$ cat src/core/irqps_pkg.sv
// constants, carrier types and helpers for the pending set/clear block
package irqps_pkg;

    // ****************************************************************
    // sizes and register map
    // ****************************************************************
    localparam int unsigned IRQPS_NUM_IRQ = 32;
    localparam int unsigned IRQPS_IDX_W = 5;
    localparam int unsigned IRQPS_ADDR_W = 12;
    localparam int unsigned IRQPS_EVT_W = 4;

    localparam logic [11:0] IRQPS_OFF_PEND_SET = 12'h200;
    localparam logic [11:0] IRQPS_OFF_PEND_CLR = 12'h280;
    localparam logic [11:0] IRQPS_OFF_EVT_STAT = 12'h300;
    localparam logic [11:0] IRQPS_OFF_EVT_MASK = 12'h304;

    localparam logic [31:0] IRQPS_PEND_RST = 32'h0000_0000;
    localparam logic [3:0] IRQPS_STAT_RST = 4'h0;
    localparam logic [3:0] IRQPS_MASK_RST = 4'h0;
    localparam logic [31:0] IRQPS_RDATA_RST = 32'h0000_0000;
    localparam logic [4:0] IRQPS_NUM_RST = 5'h00;

    // event bit positions in status and mask
    localparam int unsigned IRQPS_EVT_SW_SET = 0;
    localparam int unsigned IRQPS_EVT_LINE_SET = 1;
    localparam int unsigned IRQPS_EVT_SW_CLR = 2;
    localparam int unsigned IRQPS_EVT_TAKEN = 3;

    // ****************************************************************
    // types
    // ****************************************************************
    typedef logic [31:0] irqps_vec_t;

    typedef struct packed {
        logic wr;
        logic rd;
        logic [11:0] addr;
        logic [31:0] wdata;
    } irqps_bus_s;

    typedef enum logic [0:0] {
        IRQPS_IDLE,
        IRQPS_OFFER
    } irqps_disp_e;

    // ****************************************************************
    // helpers
    // ****************************************************************
    function automatic logic irqps_hit(input logic [11:0] addr,
                                       input logic [11:0] off);
        irqps_hit = (addr == off);
    endfunction : irqps_hit

    // lowest numbered set bit; zero vector gives zero
    function automatic logic [4:0] irqps_first(input irqps_vec_t v);
        logic [4:0] idx;
        idx = IRQPS_NUM_RST;
        for (int i = IRQPS_NUM_IRQ - 1; i >= 0; i--) begin
            if (v[i]) begin
                idx = 5'(i);
            end
        end
        irqps_first = idx;
    endfunction : irqps_first

    function automatic irqps_vec_t irqps_onehot(input logic [4:0] n);
        irqps_onehot = 32'h0000_0001 << n;
    endfunction : irqps_onehot

endpackage : irqps_pkg

$ cat src/core/irqps_pend_bank.sv
// bank of 32 independent pending flags with set and clear vectors
`timescale 1ns/1ps
`default_nettype none
module irqps_pend_bank
    import irqps_pkg::*;
(
    input wire logic clk_i,
    input wire logic rst_b_i,
    input wire irqps_vec_t set_i,
    input wire irqps_vec_t clr_i,
    output irqps_vec_t pend_o
);

    irqps_vec_t pend_r;
    irqps_vec_t pend_nxt;

    // ****************************************************************
    // per-bit update
    // ****************************************************************
    // set wins over clear so a request landing with a clear is kept
    assign pend_nxt = (pend_r & ~clr_i) | set_i;

    always_ff @(posedge clk_i or negedge rst_b_i) begin
        if (!rst_b_i) begin
            pend_r <= IRQPS_PEND_RST;
        end else begin
            pend_r <= pend_nxt;
        end
    end

    assign pend_o = pend_r;
endmodule : irqps_pend_bank
`default_nettype wire

$ cat src/core/irqps_top.sv
// pending set/clear logic for 32 interrupt lines with dispatch offer
//
// The placing of the registers and the address-and-strobe port were decided locally.
`timescale 1ns/1ps
`default_nettype none
module irqps_top
    import irqps_pkg::*;
(
    input wire logic sys_clk_i,
    input wire logic rst_b_i,
    input wire irqps_bus_s bus_i,
    output logic [31:0] rdata_o,
    input wire irqps_vec_t irq_line_i,
    input wire irqps_vec_t irq_enable_i,
    input wire irqps_vec_t irq_active_i,
    input wire logic take_ack_i,
    output logic offer_valid_o,
    output logic [4:0] offer_num_o,
    output irqps_vec_t pending_o,
    output logic irq_o
);

    // ****************************************************************
    // reset release
    // ****************************************************************
    logic rst_meta_b_r;
    logic rst_sync_b_r;

    always_ff @(posedge sys_clk_i or negedge rst_b_i) begin
        if (!rst_b_i) begin
            rst_meta_b_r <= 1'b0;
            rst_sync_b_r <= 1'b0;
        end else begin
            rst_meta_b_r <= 1'b1;
            rst_sync_b_r <= rst_meta_b_r;
        end
    end

    // ****************************************************************
    // address decode
    // ****************************************************************
    wire logic hit_set;
    wire logic hit_clr;
    wire logic hit_stat;
    wire logic hit_mask;
    wire logic wr_set;
    wire logic wr_clr;
    wire logic wr_stat;
    wire logic wr_mask;

    assign hit_set = irqps_hit(bus_i.addr, IRQPS_OFF_PEND_SET);
    assign hit_clr = irqps_hit(bus_i.addr, IRQPS_OFF_PEND_CLR);
    assign hit_stat = irqps_hit(bus_i.addr, IRQPS_OFF_EVT_STAT);
    assign hit_mask = irqps_hit(bus_i.addr, IRQPS_OFF_EVT_MASK);
    assign wr_set = bus_i.wr & hit_set;
    assign wr_clr = bus_i.wr & hit_clr;
    assign wr_stat = bus_i.wr & hit_stat;
    assign wr_mask = bus_i.wr & hit_mask;

    // ****************************************************************
    // pending vectors
    // ****************************************************************
    irqps_vec_t pend_q;
    irqps_vec_t sw_set_vec;
    irqps_vec_t sw_set_dis;
    irqps_vec_t sw_clr_vec;
    irqps_vec_t line_set_vec;
    irqps_vec_t take_clr_vec;
    irqps_vec_t set_all;
    irqps_vec_t clr_all;
    irqps_vec_t chg_mask;
    irqps_vec_t cand_vec;
    wire logic take_now;

    // bit n of the write word aims at interrupt n only
    assign sw_set_vec = wr_set ? bus_i.wdata : IRQPS_PEND_RST;
    // no enable term here: software may pend a disabled line
    assign sw_set_dis = sw_set_vec & ~irq_enable_i;
    assign sw_clr_vec = wr_clr ? bus_i.wdata : IRQPS_PEND_RST;
    // level detection: a held line re-pends only once not active
    assign line_set_vec = irq_line_i & ~irq_active_i;
    assign take_now = offer_valid_o & take_ack_i;
    assign take_clr_vec = take_now ? irqps_onehot(offer_num_o)
                                   : IRQPS_PEND_RST;
    assign set_all = sw_set_vec | line_set_vec;
    assign clr_all = sw_clr_vec | take_clr_vec;
    assign chg_mask = set_all | clr_all;
    // only enabled pending interrupts compete for the core
    assign cand_vec = pend_q & irq_enable_i;

    irqps_pend_bank irqps_pend_bank_i (
        .clk_i(sys_clk_i),
        .rst_b_i(rst_sync_b_r),
        .set_i(set_all),
        .clr_i(clr_all),
        .pend_o(pend_q)
    );

    // ****************************************************************
    // event status, mask and interrupt
    // ****************************************************************
    logic [3:0] stat_r;
    logic [3:0] stat_nxt;
    logic [3:0] mask_r;
    logic irq_r;
    wire logic [3:0] evt;
    wire logic [3:0] stat_w1c;

    // set and clear events fire only for bits not already in the state asked for, taken on every take; a set in the same cycle can still keep the bit
    assign evt[IRQPS_EVT_SW_SET] = |(sw_set_vec & ~pend_q);
    assign evt[IRQPS_EVT_LINE_SET] = |(line_set_vec & ~pend_q);
    assign evt[IRQPS_EVT_SW_CLR] = |(sw_clr_vec & pend_q);
    assign evt[IRQPS_EVT_TAKEN] = take_now;
    assign stat_w1c = wr_stat ? bus_i.wdata[3:0] : IRQPS_STAT_RST;
    // a new event beats a write-one clear in the same cycle
    assign stat_nxt = (stat_r & ~stat_w1c) | evt;

    always_ff @(posedge sys_clk_i or negedge rst_sync_b_r) begin
        if (!rst_sync_b_r) begin
            stat_r <= IRQPS_STAT_RST;
            mask_r <= IRQPS_MASK_RST;
            irq_r <= 1'b0;
        end else begin
            stat_r <= stat_nxt;
            mask_r <= wr_mask ? bus_i.wdata[3:0] : mask_r;
            irq_r <= |(stat_r & mask_r);
        end
    end

    assign irq_o = irq_r;

    // ****************************************************************
    // read port
    // ****************************************************************
    logic [31:0] rdata_r;
    logic [31:0] rdata_nxt;

    // both pending registers show the same live pending vector
    always_comb begin
        rdata_nxt = IRQPS_RDATA_RST;
        if (hit_set || hit_clr) begin
            rdata_nxt = pend_q;
        end else if (hit_stat) begin
            rdata_nxt = {28'h000_0000, stat_r};
        end else if (hit_mask) begin
            rdata_nxt = {28'h000_0000, mask_r};
        end
    end

    // data stand for one cycle only; unmapped reads give zero
    always_ff @(posedge sys_clk_i or negedge rst_sync_b_r) begin
        if (!rst_sync_b_r) begin
            rdata_r <= IRQPS_RDATA_RST;
        end else begin
            rdata_r <= bus_i.rd ? rdata_nxt : IRQPS_RDATA_RST;
        end
    end

    assign rdata_o = rdata_r;
    assign pending_o = pend_q;

    // ****************************************************************
    // dispatch offer
    // ****************************************************************
    irqps_disp_e state_r;
    irqps_disp_e state_nxt;
    logic valid_r;
    logic valid_nxt;
    logic [4:0] num_r;
    logic [4:0] num_nxt;
    wire logic [4:0] first_num;
    wire logic still_cand;

    assign first_num = irqps_first(cand_vec);
    // the offer is withdrawn if its bit is cleared or disabled
    assign still_cand = cand_vec[num_r];

    always_comb begin
        state_nxt = state_r;
        valid_nxt = valid_r;
        num_nxt = num_r;
        case (state_r)
            IRQPS_IDLE: begin
                if (cand_vec != IRQPS_PEND_RST) begin
                    state_nxt = IRQPS_OFFER;
                    valid_nxt = 1'b1;
                    num_nxt = first_num;
                end
            end
            IRQPS_OFFER: begin
                if (take_ack_i || !still_cand) begin
                    state_nxt = IRQPS_IDLE;
                    valid_nxt = 1'b0;
                end
            end
            default: begin
                state_nxt = IRQPS_IDLE;
                valid_nxt = 1'b0;
            end
        endcase
    end

    always_ff @(posedge sys_clk_i or negedge rst_sync_b_r) begin
        if (!rst_sync_b_r) begin
            state_r <= IRQPS_IDLE;
            valid_r <= 1'b0;
            num_r <= IRQPS_NUM_RST;
        end else begin
            state_r <= state_nxt;
            valid_r <= valid_nxt;
            num_r <= num_nxt;
        end
    end

    assign offer_valid_o = valid_r;
    assign offer_num_o = num_r;
endmodule : irqps_top
`default_nettype wire

$ cat config.mk
export PLATFORM = sky130hd
export DESIGN_NAME = irqps_top
export DESIGN_NICKNAME = d
export VERILOG_FILES = /design/src/core/irqps_pkg.sv /design/src/core/irqps_pend_bank.sv /design/src/core/irqps_top.sv
export SDC_FILE = /design/constraint.sdc
export NUM_CORES = 1
export LEC_CHECK = 0
export ABC_AREA = 1
export BUFFER_PORTS_ARGS = -buffer_cell sky130_fd_sc_hd__buf_2
export CORE_MARGIN = 8
export CORE_UTILIZATION = 35
export CTS_CLUSTER_DIAMETER = 150
export DETAILED_ROUTE_END_ITERATION = 16
export GPL_ROUTABILITY_DRIVEN = 0
export HOLD_SLACK_MARGIN = 0.12
export PLACE_DENSITY = 0.62
export SETUP_SLACK_MARGIN = 0.4
export SYNTH_ARGS = -nofsm -noshare
export SYNTH_HDL_FRONTEND = slang
export SYNTH_SLANG_ARGS = --single-unit
$ cat constraint.sdc
create_clock -name sys_clk_i -period 3.1 [get_ports sys_clk_i]
set_input_delay 0.155 -clock sys_clk_i [delete_from_list [all_inputs] [get_ports sys_clk_i]]
set_output_delay 0.155 -clock sys_clk_i [all_outputs]
set_load 0.02 [all_outputs]
# == After elaboration in Yosys (flattened, before gate mapping) ==
# Cells that the tools add are included.
# totals
rom_bits,0
wordCells,98
latchBits,0
output_inout_bits,71
ff_bits,82
mem_bits_rw,0
mem_count,0
# classes
magnitude_cmp,1
n_shift,1
div_mod_pow,0
n_eq_ne,6
multipliers,0
mux,48
addsub,0
reduce_logical,10
bitwise,22
# ops
cell,n
bitwise AND 32 bit,6
2-to-1 mux 32 bit,5
2-to-1 mux 5 bit,32
inverter 32 bit,3
bitwise OR 32 bit,3
OR reduction 32 bit,3
"equality test 12 x 10 -> 1 bit, second input constant",4
nonzero test 32 bit,1
"<< shifter 1 x 5 -> 32 bit, first input constant",1
2-to-1 mux 4 bit,3
bitwise AND 4 bit,2
"< comparator 5 x 6 -> 1 bit, second input constant",1
bitwise AND 1 bit,5
binary-select mux 1 bit (select 5 bit),1
2-to-1 mux 1 bit,5
inverter 4 bit,1
bitwise OR 4 bit,1
one-hot mux 1 bit (2 select lines),2
AND reduction 2 bit,2
OR reduction 4 bit,1
logical OR 1 bit,2
"inequality test 2 x 1 -> 1 bit, second input constant",1
"inequality test 2 bit, second input constant",1
zero test 1 bit,1
inverter 1 bit,1

# == Longest topological paths before layout ==
# Gate-level depths: netlist (run 1).
# depth
depth_word,33
depth_mapped,34
ltp_nobuf,34

# == Hierarchy ==
# Synthesis (run 1) repeated with hierarchy kept, for this count alone.
# hier_totals
cells_unflattened,858
area_unflattened_um2,5470.2
# modules_own_cells
module,seq_area_each_um2,cells_per_inst,instances,area_per_inst_um2
irqps_top,1251.2,698,1,4189.0
irqps_pend_bank,800.8,160,1,1281.2

# == Worst setup path after synthesis (run 1) ==
# OpenSTA, ideal clock, no wires.
# synth_timing
path_type,reg2reg
from,register irqps_pend_bank_i.pend_r[31] (netlist: irqps_pend_bank_i.pend_o[31])
to,register num_r[0] (netlist: offer_num_o[0])
path_buffers,0
synth_period_minus_slack_ns,2.159
required_time_ns,2.983
setup_time_ns,0.117
arrival_time_ns,2.043
setup_slack_ns,0.941
path_stages_with_launch,35
path_cell_list,dfrtp_1 nand2_1 clkinv_1 nand2_1 nand2_1 nand2_1 nand2_1 nand2_1 nand2_1 nand2_1 nand2_1 nand2_1 nand2_1 nand2_1 nand2_1 nand2_1 nand2_1 nand2_1 nand2_1 nand2_1 nand2_1 nand2_1 nand2_1 nand2_1 nand2_1 nand2_1 nand2_1 nand2_1 nand2_1 nand2_1 nand2_1 nand2_1 nand2_1 nand2_1 nand2_1
# synth_via
elab_chain_len,33
# synth_lines
element,line_no,source
start: declaration,irqps_pend_bank.sv:14,irqps_vec_t pend_r;
start signal: assignment,irqps_pend_bank.sv:27,pend_r <= pend_nxt;
bitwise AND 32 bit (*),irqps_top.sv:89,assign cand_vec = pend_q & irq_enable_i;
2-to-1 mux 5 bit (32 in series),irqps_pkg.sv:59,if (v[i]) begin
end signal: assignment,irqps_top.sv:211,num_r <= num_nxt;
end: declaration,irqps_top.sv:169,logic [4:0] num_r;
# Mark *: on every way between the ends. The rest lies on a longest branch, timed or not.
# A chain may end at the register's enable or synchronous reset.

# == Final worst setup path (run 1) ==
# layout_timing
from,register num_r[2] (netlist: offer_num_o[2])
to,register irqps_pend_bank_i.pend_r[6] (netlist: irqps_pend_bank_i.pend_o[6])
# layout_via
elab_chain_len,6
# layout_lines
element,line_no,source
<< shifter 1 x 5 -> 32 bit,irqps_pkg.sv:67,irqps_onehot = 32'h0000_0001 << n;
2-to-1 mux 32 bit,irqps_top.sv:83,assign take_clr_vec = take_now ? irqps_onehot(offer_num_o)
bitwise OR 32 bit,irqps_top.sv:86,assign clr_all = sw_clr_vec | take_clr_vec;
inverter 32 bit,irqps_pend_bank.sv:21,assign pend_nxt = (pend_r & ~clr_i) | set_i;
bitwise AND 32 bit,irqps_pend_bank.sv:21,
bitwise OR 32 bit,irqps_pend_bank.sv:21,
via irqps_pend_bank_i.pend_nxt[6],irqps_pend_bank.sv:15,irqps_vec_t pend_nxt;
# The timed path passes the listed nets, and every way through them passes these cells.

==> metrics list, run 1 <==
- Global routing finished with a remaining overflow of 0.
* Starting density of the core: 35.4%
- Once detail routing completed, the nets flagged for antenna violations numbered 0.
- After layout, the worst path uses a little under 80% of the clock period.
- Width of the chip: 136 µm
- Vias: 6430
- The worst setup path is launched from a flip-flop.
- In the final routed layout, each cell accounts on average for around 19 µm.
* Part of the total power dissipated in combinational logic: 29.0%
- Share of synthesized flip-flops with an asynchronous set or reset: 100%
- Number of I/O port buffers: around 220
- Final WL: 22800 µm
* Number of placed instances with taps included: around 1100
- Switch share: a little over a third
- Number of storage elements in the synthesis netlist: about 80
- The number of global-route vias before repair was about 6400.
* Clock period minus worst slack: 2410 ps
* Pre-antenna DRT Iters: 5
* Area growth from synthesis to layout: 43.9%
* Die boundary height: between 100 and 150 µm
- Crit-path leading delay family: buffers and inverters
* Count of H-tree levels built during CTS: 3
- Among all cell types in the netlist, the one instantiated most often is sky130_fd_sc_hd__nand2_1.
* Standard cell with the maximum stage delay on the critical path: sky130_fd_sc_hd__dfrtp_1
- # Max-Cap Violations: 0
- Clock network fraction of design power: around 33%
- Worst VDD drop: approximately 0.00052 V
- After layout, the worst setup slack is 685 ps.
- Worst min path class: primary input to flip-flop
- Flop pwr share: ~38%
- For this run, the number of Yosys warnings is 0.
* Max stage delay on crit path: 620 ps
* Placeable core area: between 0.01 and 0.015 mm²
- RSZ-0062 raised after global routing: no
* GRT Overall Usage: 24.1%
* Data arrival time at the worst-slack endpoint: 2650 ps
- Cell internal power was estimated by the tool at approximately 2.2 mW.
* Cell breakdown of the critical path: inv_1 > nor3_1 > nand2_1 > nand3_1 > o211ai_1 > dlygate4sd3_1
* Net Sw Power: ~1.2 mW
- Critical Path Fanout Max: 12
- Achievable Freq: roughly 0.41 GHz
- By count the netlist is led by sky130_fd_sc_hd__nand2_1, sky130_fd_sc_hd__inv_1, sky130_fd_sc_hd__dfrtp_1.
- In this run the core area contains 44 standard-cell rows.
* Final Setup Violations: 0
- Clock Skew: 5.20 ps
- P_leak: 3.79 nW
- Slew Viols, Final: 0
- The number of buffers and inverters on the critical path is 2.
- Yosys top cell by area: sky130_fd_sc_hd__dfrtp_1
- At the pin with the least slew margin, the transition time is roughly 1100 ps.
- Per-instance average area after synthesis: roughly 7 µm²
- Final hold violation count: 0
- Mapped Nets: 866
- Number of nets in the final layout: between 1000 and 1500
- Clock tree synthesis selected as its root buffer the cell sky130_fd_sc_hd__clkbuf_16.
* Residual DRC: 0
- The finished layout holds 1188 standard cells, fillers aside.
* Worst-Skew Late Latency: roughly 350 ps
- Relative max-transition margin: between 20% and 30%
* Number of primary I/O pins: ~220
- Die area: about 0.019 mm²
- Cell count after synthesis: approximately 720
- TritonCTS built the clock tree.
- Clock sinks: slightly above 80
- The initial antenna violation count was 0.
- Required time of the worst setup path: approximately 3300 ps
- Pin count of the biggest net entering global routing: around 80
- Sorting the synthesized cells by area gives the leading types as sky130_fd_sc_hd__dfrtp_1, sky130_fd_sc_hd__nand2_1, sky130_fd_sc_hd__inv_1.
* TritonCTS Buffers: 9
* Share of the synthesized area in the top cell type: about two fifths
- In this run the power density over the cells is between 400 and 500 mW/mm².
- Number of design-rule violations left by the first detailed-router iteration: between 600 and 700
* Share of synthesized area occupied by flip-flops and latches: 40.4%
- Cell Area, Synth: 0.00508 mm²
* Post-synth EDFFs: 0
- Number of buffers on the longest clock path: 2
* Vias per inst: roughly 5.4
* Unique masters post-synth: 35
* Final total negative setup slack: 0 ps
* Outcome: finished, final reports clean
* Crit path kind: flip-flop to flip-flop
- The worst setup path is captured at a flip-flop.
- The HPWL after detailed placement is 17600 µm.
- Primary FF master, synth: sky130_fd_sc_hd__dfrtp_1
- The post-route netlist has roughly 26% of its cells at a drive strength greater than 1.
* Wire length of the first global-routing pass: 34500 µm
- Clock-pin slew was measured on the worst setup and hold paths at 70 ps.
* Worst slack, placed: slightly above 800 ps
[kinds of logic after synthesis]
group / after synthesis / share of synthesized area [%]
AO/OA/AOI/OAI: 138 / 18.0
buffers and inverters: 137 / 10.2
flip-flops: 82 / 40.4
AND/OR/NAND/NOR: 363 / 31.3
other: 1 / 0.0738
[area by class of cell]
type	count	area, µm²
Multi-Input combinational cell	502	2510
Fill cell	1455	7060
Tap cell	184	230
Sequential cell	82	2060
Timing Repair Buffer	284	1740
Inverter	119	450
Clock inverter	5	60.1
Antenna cell	1	2.50
Clock buffer	11	253
[final timing paths]
kind,endpoint,startpoint,cells past startpoint,slack (ps)
max reg2reg,irqps_pend_bank_i.pend_o[6],offer_num_o[2],6,690
max,irqps_pend_bank_i.pend_o[6],offer_num_o[2],6,690
max in group asynchronous,offer_num_o[3],rst_sync_b_r,0,1800
min reg2reg,rst_sync_b_r,rst_meta_b_r,0,350
min in group asynchronous,rdata_o[1],rst_sync_b_r,0,550
min,irqps_pend_bank_i.pend_o[15],irq_line_i[15],3,120
[worst reg2reg max path, delay by kind of cell, from the launching register on]
family | cells | cell delay [ps]
AO/OA/AOI/OAI | 1 | 90
buffers and inverters | 2 | 900
flip-flops | 1 | 620
AND/OR/NAND/NOR | 3 | 690
[layout by cell type, fill, tap and decap left out, types with 10 or more instances in the layout]
cell type / n
sky130_fd_sc_hd__a21oi_1: 15
sky130_fd_sc_hd__nand3_1: 38
sky130_fd_sc_hd__o211ai_1: 12
sky130_fd_sc_hd__o21ai_0: 28
sky130_fd_sc_hd__dlygate4sd3_1: 59
sky130_fd_sc_hd__nor4_1: 12
sky130_fd_sc_hd__nor2_1: 40
sky130_fd_sc_hd__nand2_1: 198
sky130_fd_sc_hd__nor3_1: 50
sky130_fd_sc_hd__inv_1: 112
sky130_fd_sc_hd__o22ai_1: 30
sky130_fd_sc_hd__buf_2: 215
sky130_fd_sc_hd__buf_4: 10
sky130_fd_sc_hd__o221ai_1: 16
sky130_fd_sc_hd__dfrtp_1: 79
sky130_fd_sc_hd__nand4_1: 11
[routing by layer]
layer	track usage, %	wire length [µm]
met2	38.8	10700
met3	6.98	2250
met5	0	0
met1	29.7	9050
met4	10.1	779
[flip-flops by register name, summed over array words and instances, names as in the netlist, 4 cells and up]
| register | count |
|---|---|
| mask_r | 4 |
| rdata_o | 32 |
| irqps_pend_bank_i.pend_o | 32 |
| stat_r | 4 |
| offer_num_o | 5 |
[power groups by stage]
stage | sequential [mW] | combinational, mW | clock (mW)
final | 1.29 | 0.992 | 1.14
after global routing | 1.30 | 1.08 | 1.20
after CTS | 1.28 | 0.968 | 1.16
after detailed placement | 1.30 | 0.908 | 0
after global placement | 1.30 | 0.911 | 0
after floorplan | 1.32 | 0.457 | 0
[stage by stage]
stage / area (µm²) / hold WS, ps / util, % / power (mW)
finish: 7310 / 125 / 50.9 / 3.42
detailed placement: 6380 / -56.7 / 44.4 / 2.21
global placement: 6380 / -58.6 / 44.4 / 2.22
CTS: 7290 / 123 / 50.7 / 3.41
floorplan: 5080 / -141 / - / 1.78
global route: 7310 / 123 / 50.9 / 3.58
[what timing repair did]
action / 4_1_cts / 5_1_grt
endpoints found under the hold margin: 36 / 0
gates resized for setup: 0 / 4
setup buffers: 0 / 1
setup endpoints to repair: 0 / 4
hold buffers: 59 / 0
Note: power is estimated with default switching activity, not from simulation.
==> inputs of run 2 (changes only) <==
ABC_AREA = 0   (was 1)
clock period = 2.3 ns   (was 3.1 ns; I/O delays follow)
==> run 2 against run 1 <==
  * Hold slack got worse by 0.60 ps
  * Critical endpoint is now irqps_pend_bank_i.pend_o[3]
  * Critical path type unchanged
  * Setup slack got worse by 320 ps
  * Via count rose by 6.8%
  * Non-clock buffer count rose by 69
  * Largest cell class unchanged
  * Wire length rose by 21%
==> metrics list, run 2 <==
* Outcome: finished, final reports clean
- Setup repair after global routing could not meet its margin everywhere.
- Post-detailed-route wirelength per cell: 24.7 µm (+29%)
- Final design instance area without fill: 0.00805 mm² (+10%)
- Vias per inst: 6.15 (+14%)
- The number of warnings issued by yosys came to 0 (unchanged).
- The layout filler cell count was 1292 (-11%).
* Vias in the first global route: 7058 (+10%)
* Top-count cell post-synth: sky130_fd_sc_hd__dfrtp_1
- The remaining antenna violation count after routing came to 0 (unchanged).
- Pre-antenna DRT Iters: 6 (+1)
* Mapped Nets: 733 (-15%)
* Worst setup EP type: flip-flop
- The TritonCTS buffer count is 9 (unchanged).
* Hold wc startpoint: irq_active_i[9]
- The HPWL reported at the end of detailed placement came to 20000 µm (+14%).
* Period utilisation layout: 84.1% (+6.2 points)
- Worst-Margin Slew: 621 ps (-470 ps)
- Die area: 0.0187 mm² (+0.28%)
- TritonCTS built the clock tree.
* Residual overflow from global routing: 0 (unchanged)
* Post-synth EDFFs: 0 (unchanged)
- Root buffer cell: sky130_fd_sc_hd__clkbuf_16
- Row cnt: 44 (unchanged)
- Cell breakdown of the critical path: buf_4 > and3_1 > nand2_1 > o21ai_1 > a21oi_1 > a221o_1
- The total standard cell area after synthesis was 0.00510 mm² (+0.32%).
- The total count of max-transition violations in the final report came to 0 (unchanged).
- Primary FF master, synth: sky130_fd_sc_hd__dfrtp_1
- The level count of the clock H-tree came to 3 (unchanged).
- Relative max-transition margin: 58.2% (+31 points)
* Required time of the worst setup path: 2530 ps (-810 ps)
* GRT Overall Usage: 29.3% (+5.2 points)
- The clock transition at the registers of the reported paths is 70 ps (about the same).
- The number of nets in the layout came to 1070 (-6.4%).
- The biggest cell delay along the critical path came to 440 ps (-180 ps).
- The number of clock sinks is 82 (unchanged).
- The fraction of layout instances using a drive strength above 1 was 34.8% (+9.1 points).
* Ranking of synthesized cells by area: sky130_fd_sc_hd__dfrtp_1, sky130_fd_sc_hd__a221o_1, sky130_fd_sc_hd__inv_1
* Vias: 6868 (+6.8%)
* Worst setup SP type: flip-flop
- The final hold violation count came to 0 (unchanged).
- Number of storage elements in the synthesis netlist: 82 (unchanged)
* Most common library cell in the layout ignoring fill and taps: sky130_fd_sc_hd__buf_2
- Unique masters post-synth: 52 (+49%)
- The wire length of the first global-routing pass is 41100 µm (+19%).
- Worst setup path startpoint: offer_num_o[1]
- The worst-case clock skew is 7.07 ps (+1.86 ps).
- The fmax was 0.517 GHz (+25%).
- The reported leakage power was 3.87 nW (+2.2%).
- The signal arrival time at the worst endpoint came to 2170 ps (-480 ps).
* Number of I/O port buffers: 215 (unchanged)
- Initial antenna violation count: 1 (+1)
- Final WL: 27600 µm (+21%)
* Pin count of the biggest net entering global routing: 45 (-44%)
- Die boundary height: 137 µm (+0.14%)
- The top cell types in the final layout, fill and taps aside, are sky130_fd_sc_hd__buf_2, sky130_fd_sc_hd__dlygate4sd3_1, sky130_fd_sc_hd__inv_1, sky130_fd_sc_hd__dfrtp_1, sky130_fd_sc_hd__nand2_1.
- Placeable core area: 0.0144 mm² (unchanged)
- The commonest cells after synthesis are sky130_fd_sc_hd__dfrtp_1, sky130_fd_sc_hd__inv_1, sky130_fd_sc_hd__nand2_1.
* Per-instance average area after synthesis: 8.67 µm² (+23%)
- The number of setup violations in the final report was 0 (unchanged).
* Cell count after synthesis: 588 (-18%)
- The power per standard cell area came to 672 mW/mm² (+43%).
- Worst min path class: primary input to flip-flop
- Number of design-rule violations left by the first detailed-router iteration: 1016 (+48%)
* Crit path kind: flip-flop to flip-flop
- The accumulated negative setup slack is 0 ps (unchanged).
- The number of I/O pins was 216 (unchanged).
- The maximum VDD drop came to 0.000393 V (-24%).
* Width of the chip: 137 µm (+0.14%)
- Critical Path Fanout Max: 14 (+2)
- Yosys top cell by area: sky130_fd_sc_hd__dfrtp_1
- Launch instance of the worst register-to-register path: offer_num_o[1]
- The async set-reset flop share out of synthesis was 100% (unchanged).
- Standard cell with the maximum stage delay on the critical path: sky130_fd_sc_hd__dfrtp_2
* Share of the synthesized area in the top cell type: 40.3% (-0.13 points)
* Area growth from synthesis to layout: 57.9%
- The time the final worst path needs with I/O delays and setup is 1930 ps (-481 ps).
- Number of buffers on the longest clock path: 2 (unchanged)
- The count of max-cap constraint violations is 0 (unchanged).
- The share of the yosys chip area belonging to registers was 40.3% (-0.13 points).
* Starting density of the core: 35.5% (+0.11 points)
- The total placed instance area was 0.00654 mm² (+2.5%).
- Worst-Skew Late Latency: 350 ps (about the same)
- The post-route DRC violation count came to 0 (unchanged).
==> run 2: changes by cell type after synthesis, moves of 20 or more <==
cell,before,now
sky130_fd_sc_hd__nand2_1,198,51
sky130_fd_sc_hd__nor3_1,51,3
sky130_fd_sc_hd__inv_1,112,65
sky130_fd_sc_hd__and3_1,0,36
sky130_fd_sc_hd__a221o_1,0,32
sky130_fd_sc_hd__nor2_1,40,12
sky130_fd_sc_hd__nor3b_1,1,29
sky130_fd_sc_hd__a22oi_1,0,25
sky130_fd_sc_hd__a21oi_1,15,38
sky130_fd_sc_hd__o22ai_1,30,10
==> run 2: path summary, 6_finish.rpt <==
path / slack (ps) / depth (start not counted) / end
setup / recovery: 370 / 6 / irqps_pend_bank_i.pend_o[3]
hold / removal: 120 / 3 / irqps_pend_bank_i.pend_o[9]
setup reg to reg: 370 / 6 / irqps_pend_bank_i.pend_o[3]
hold reg to reg: 340 / 0 / rdata_o[8]
max in group asynchronous: 1310 / 1 / irqps_pend_bank_i.pend_o[1]
min in group asynchronous: 340 / 0 / rdata_o[8]
==> run 2: stage by stage <==
stage / utilization, % / setup slack (ps) / hold slack [ps] / power (mW) / std cells
3_5_place_dp: 45.5 / 253 / -97.4 / 3.45 / 992
3_3_place_gp: 45.5 / 292 / -99.8 / 3.43 / 992
5_1_grt: 56.0 / 280 / 139 / 5.60 / 1114
2_1_floorplan: - / 401 / -181 / 2.67 / 588
4_1_cts: 54.9 / 364 / 122 / 5.25 / 1107
6_report: 56.0 / 367 / 124 / 5.41 / 1116
==> run 2: report_power, final <==
part	leakage, nW	switching (mW)	internal [mW]
Clock	0.153	0.621	0.955
Combinational	2.77	1.12	0.826
Sequential	0.947	0.317	1.56
==> run 2: per-layer routing <==
| layer | GRT usage (%) | up-vias | part of all wire, % |
|---|---|---|---|
| li1 | - | 2905 | - |
| met1 | 36.1 | 3210 | 37 |
| met2 | 44.7 | 609 | 44 |
| met3 | 9.32 | 142 | 13 |
| met4 | 16.4 | 2 | 4.9 |
| met5 | 0 | - | 0.040 |
==> run 2: critical path, delay by kind of cell (launching register included) <==
kind,cells,cell delay [ps]
AO/OA/AOI/OAI,3,740
flip-flops,1,440
AND/OR/NAND/NOR,2,400
buffers and inverters,1,220
==> run 2: layout make-up <==
class / count / area [µm²] / share of cell area, %
multi-input cells: 414 / 2800 / 34.8
repair buffers: 353 / 2370 / 29.5
flip-flops and latches: 82 / 2080 / 25.8
inverters: 65 / 246 / 3.06
well taps: 184 / 230 / 2.86
clock buffers: 10 / 229 / 2.85
clock inverters: 6 / 90.1 / 1.12
diodes: 2 / 5.00 / 0.0622
==> run 2: what timing repair did <==
item,4_1_cts,5_1_grt
endpoints found under the hold margin,37,0
gates resized for setup,15,35
setup buffers,4,7
pin swaps,2,5
hold buffers,95,0
setup endpoints to repair,10,14
==> run 2: logic make-up after synthesis <==
family | after synthesis | share of synthesized area [%]
buffers and inverters | 92 | 7.41
AND/OR/NAND/NOR | 206 | 22.8
flip-flops | 82 | 40.3
AO/OA/AOI/OAI | 204 | 28.2
multiplexers | 3 | 1.33
other | 1 | 0.0736
==> inputs of run 3 (changes only) <==
clock period = 1.9 ns   (was 2.3 ns; I/O delays follow)
==> run 3 against run 2 <==
  * Die area stayed put
  * Register-to-register slack worse by 320 ps
  * Count of clock-buffer cells in the layout unchanged
  * Combinational power grew 75%
  * Via count grew 6.2%
  * Critical path depth unchanged
  * Wire length rose by 1.7%
==> metrics list, run 3 (same netlist as run 2, synthesis figures left out) <==
- Starting density of the core: 35.5% (unchanged)
* Required time of the worst setup path: 2170 ps (-360 ps)
- # Max-Cap Violations: 0 (unchanged)
- Sequential standard cell area: 0.00209 mm² (+0.84%)
- Worst-Margin Slew: 543 ps (-78.1 ps)
- Standard cell with the maximum stage delay on the critical path: sky130_fd_sc_hd__mux4_2
- Slew Viols, Final: 0 (unchanged)
- The via count was 7294 (+6.2%).
- Power after layout: 7.43 mW (+37%)
- Die area: 0.0187 mm² (unchanged)
- Post-detailed-route wirelength per cell: 24.0 µm (-3.0%)
* Most common library cell in the layout ignoring fill and taps: sky130_fd_sc_hd__buf_2
- The total placed instance area is 0.00693 mm² (+5.9%).
- Data arrival time at the worst-slack endpoint: 2130 ps (-40 ps)
- The number of setup violations in the final report came to 0 (unchanged).
* GRT Overall Usage: 29.1% (-0.27 points)
- The placeable core area came to 0.0144 mm² (unchanged).
- The power per standard cell area is 818 mW/mm² (+22%).
- The final standard cell utilization of the core is 63.2% (+7.2 points).
- P_leak: 4.30 nW (+11%)
* Highest-count cells in the layout ignoring fill and taps: sky130_fd_sc_hd__buf_2, sky130_fd_sc_hd__dlygate4sd3_1, sky130_fd_sc_hd__buf_4
* Achievable Freq: 0.539 GHz (+4.1%)
- From synthesis to final layout, the design area changed by 78.3%.
- The layout filler cell count was 1163 (-10%).
* Period utilisation layout: 97.7% (+14 points)
* Outcome: finished, final reports clean
- Width of the chip: 137 µm (unchanged)
- Critical Path Fanout Max: 3 (-11)
- The count of TritonRoute iterations in the first routing pass was 7 (+1).
* Relative max-transition margin: 63.5% (+5.3 points)
- Final WL: 28100 µm (+1.7%)
- Share of post-route cells with drive strength above 1: 49.1% (+14 points)
- RSZ-0062 raised after global routing: yes
- The initial antenna violation count is 2 (+1).
- The critical path in this run is classified as flip-flop to flip-flop.
- The wire length of the first global-routing pass came to 41400 µm (+0.86%).
- The worst-case clock skew is 8.29 ps (+1.22 ps).
- The placement row count came to 44 (unchanged).
- Number of I/O port buffers: 215 (unchanged)
- Final design instance area without fill: 0.00909 mm² (+13%)
- The final hold violation count was 0 (unchanged).
- The number of clock sinks was 82 (unchanged).
- STA classifies the critical path endpoint as a flip-flop.
- The number of global-route vias before repair came to 7495 (+6.2%).
- STA classifies the critical path startpoint as a flip-flop.
- Multi-input combinational cell area: 0.00332 mm² (+19%)
* Estimated wirelength of the detail-placed design: 19800 µm (-0.93%)
- TritonCTS built the clock tree.
- The clock transition at the registers of the reported paths came to 60 ps (about the same).
* Count of H-tree levels built during CTS: 3 (unchanged)
* Number of primary I/O pins: 216 (unchanged)
* Worst-Skew Late Latency: 360 ps (about the same)
- Number of nets still failing antenna checks after routing: 0 (unchanged)
- The accumulated negative setup slack came to 0 ps (unchanged).
- TritonCTS Buffers: 9 (unchanged)
- The number of DRC violations after detailed-routing iteration 0 was 1045 (+2.9%).
* Number of buffers on the longest clock path: 2 (unchanged)
- The number of nets in the layout came to 1125 (+5.1%).
- The routed via count divided by cell count was 6.23 (+1.2%).
- Residual overflow from global routing: 0 (unchanged)
- The post-route DRC violation count is 0 (unchanged).
- Pin count of the biggest net entering global routing: 43 (-4.4%)
- Walking the worst path, the cells encountered are buf_12 > mux4_2 > and3_4 > nor4_4 > nor4_2 > a31oi_1.
- Clock period minus worst slack: 1860 ps (-76.3 ps)
* Root buffer cell: sky130_fd_sc_hd__clkbuf_16
* Worst min path class: primary input to flip-flop
* Worst VDD drop: 0.000547 V (+39%)
- Max stage delay on crit path: 510 ps (+70 ps)
* Die boundary height: 137 µm (unchanged)
-- run 3: power breakdown --
group	internal, mW	switching [mW]
Clock	1.02	0.795
Combinational	1.56	1.86
Sequential	1.90	0.297
-- run 3: final cells by class --
class / instances / area share (%)
diodes: 2 / 0.0551
flip-flops and latches: 82 / 23.1
repair buffers: 408 / 31.9
multi-input cells: 414 / 36.5
inverters: 65 / 2.71
clock buffers: 10 / 2.52
clock inverters: 6 / 0.730
well taps: 184 / 2.53
-- run 3: timing repair --
item | in CTS | in global routing
setup endpoints to repair | 41 | 42
resized for setup | 111 | 43
endpoints found under the hold margin | 38 | 0
setup buffers | 25 | 12
pin swaps | 16 | 24
gates cloned | 0 | 1
hold buffers | 99 | 0
-- run 3: worst paths after layout --
path,start,to,slack [ps],cells past startpoint
worst max register to register,offer_num_o[1],state_r,40,6
max in group asynchronous,rst_sync_b_r,irqps_pend_bank_i.pend_o[3],1060,1
worst min register to register,rst_sync_b_r,rdata_o[31],180,0
min in group asynchronous,rst_sync_b_r,rdata_o[31],180,0
worst min-delay path,bus_i[1],mask_r[1],120,3
worst max-delay path,offer_num_o[1],state_r,40,6
-- run 3: critical path, delay by kind of cell, from the launching register on --
kind,cells,cell delay [ps]
AOI/OAI and AO/OA,1,170
buffers and inverters,1,120
DFF,1,420
muxes,1,510
and+or+nand+nor,3,560
-- run 3: through the flow --
| stage | hold WS, ps | instances | setup WS, ps |
|---|---|---|---|
| final | 119 | 1171 | 43.0 |
| after global routing | 140 | 1170 | -3.98 |
| after CTS | 120 | 1156 | 76.6 |
| after detailed placement | -117 | 1016 | -35.6 |
| after global placement | -120 | 1016 | -61.9 |
| after floorplan | -201 | 588 | 143 |
-- run 3: layer usage --
metal	wire (µm)	GRT usage (%)
met1	10100	34.7
met4	1410	14.2
met5	11	0
met2	12800	46.8
met3	3700	8.85
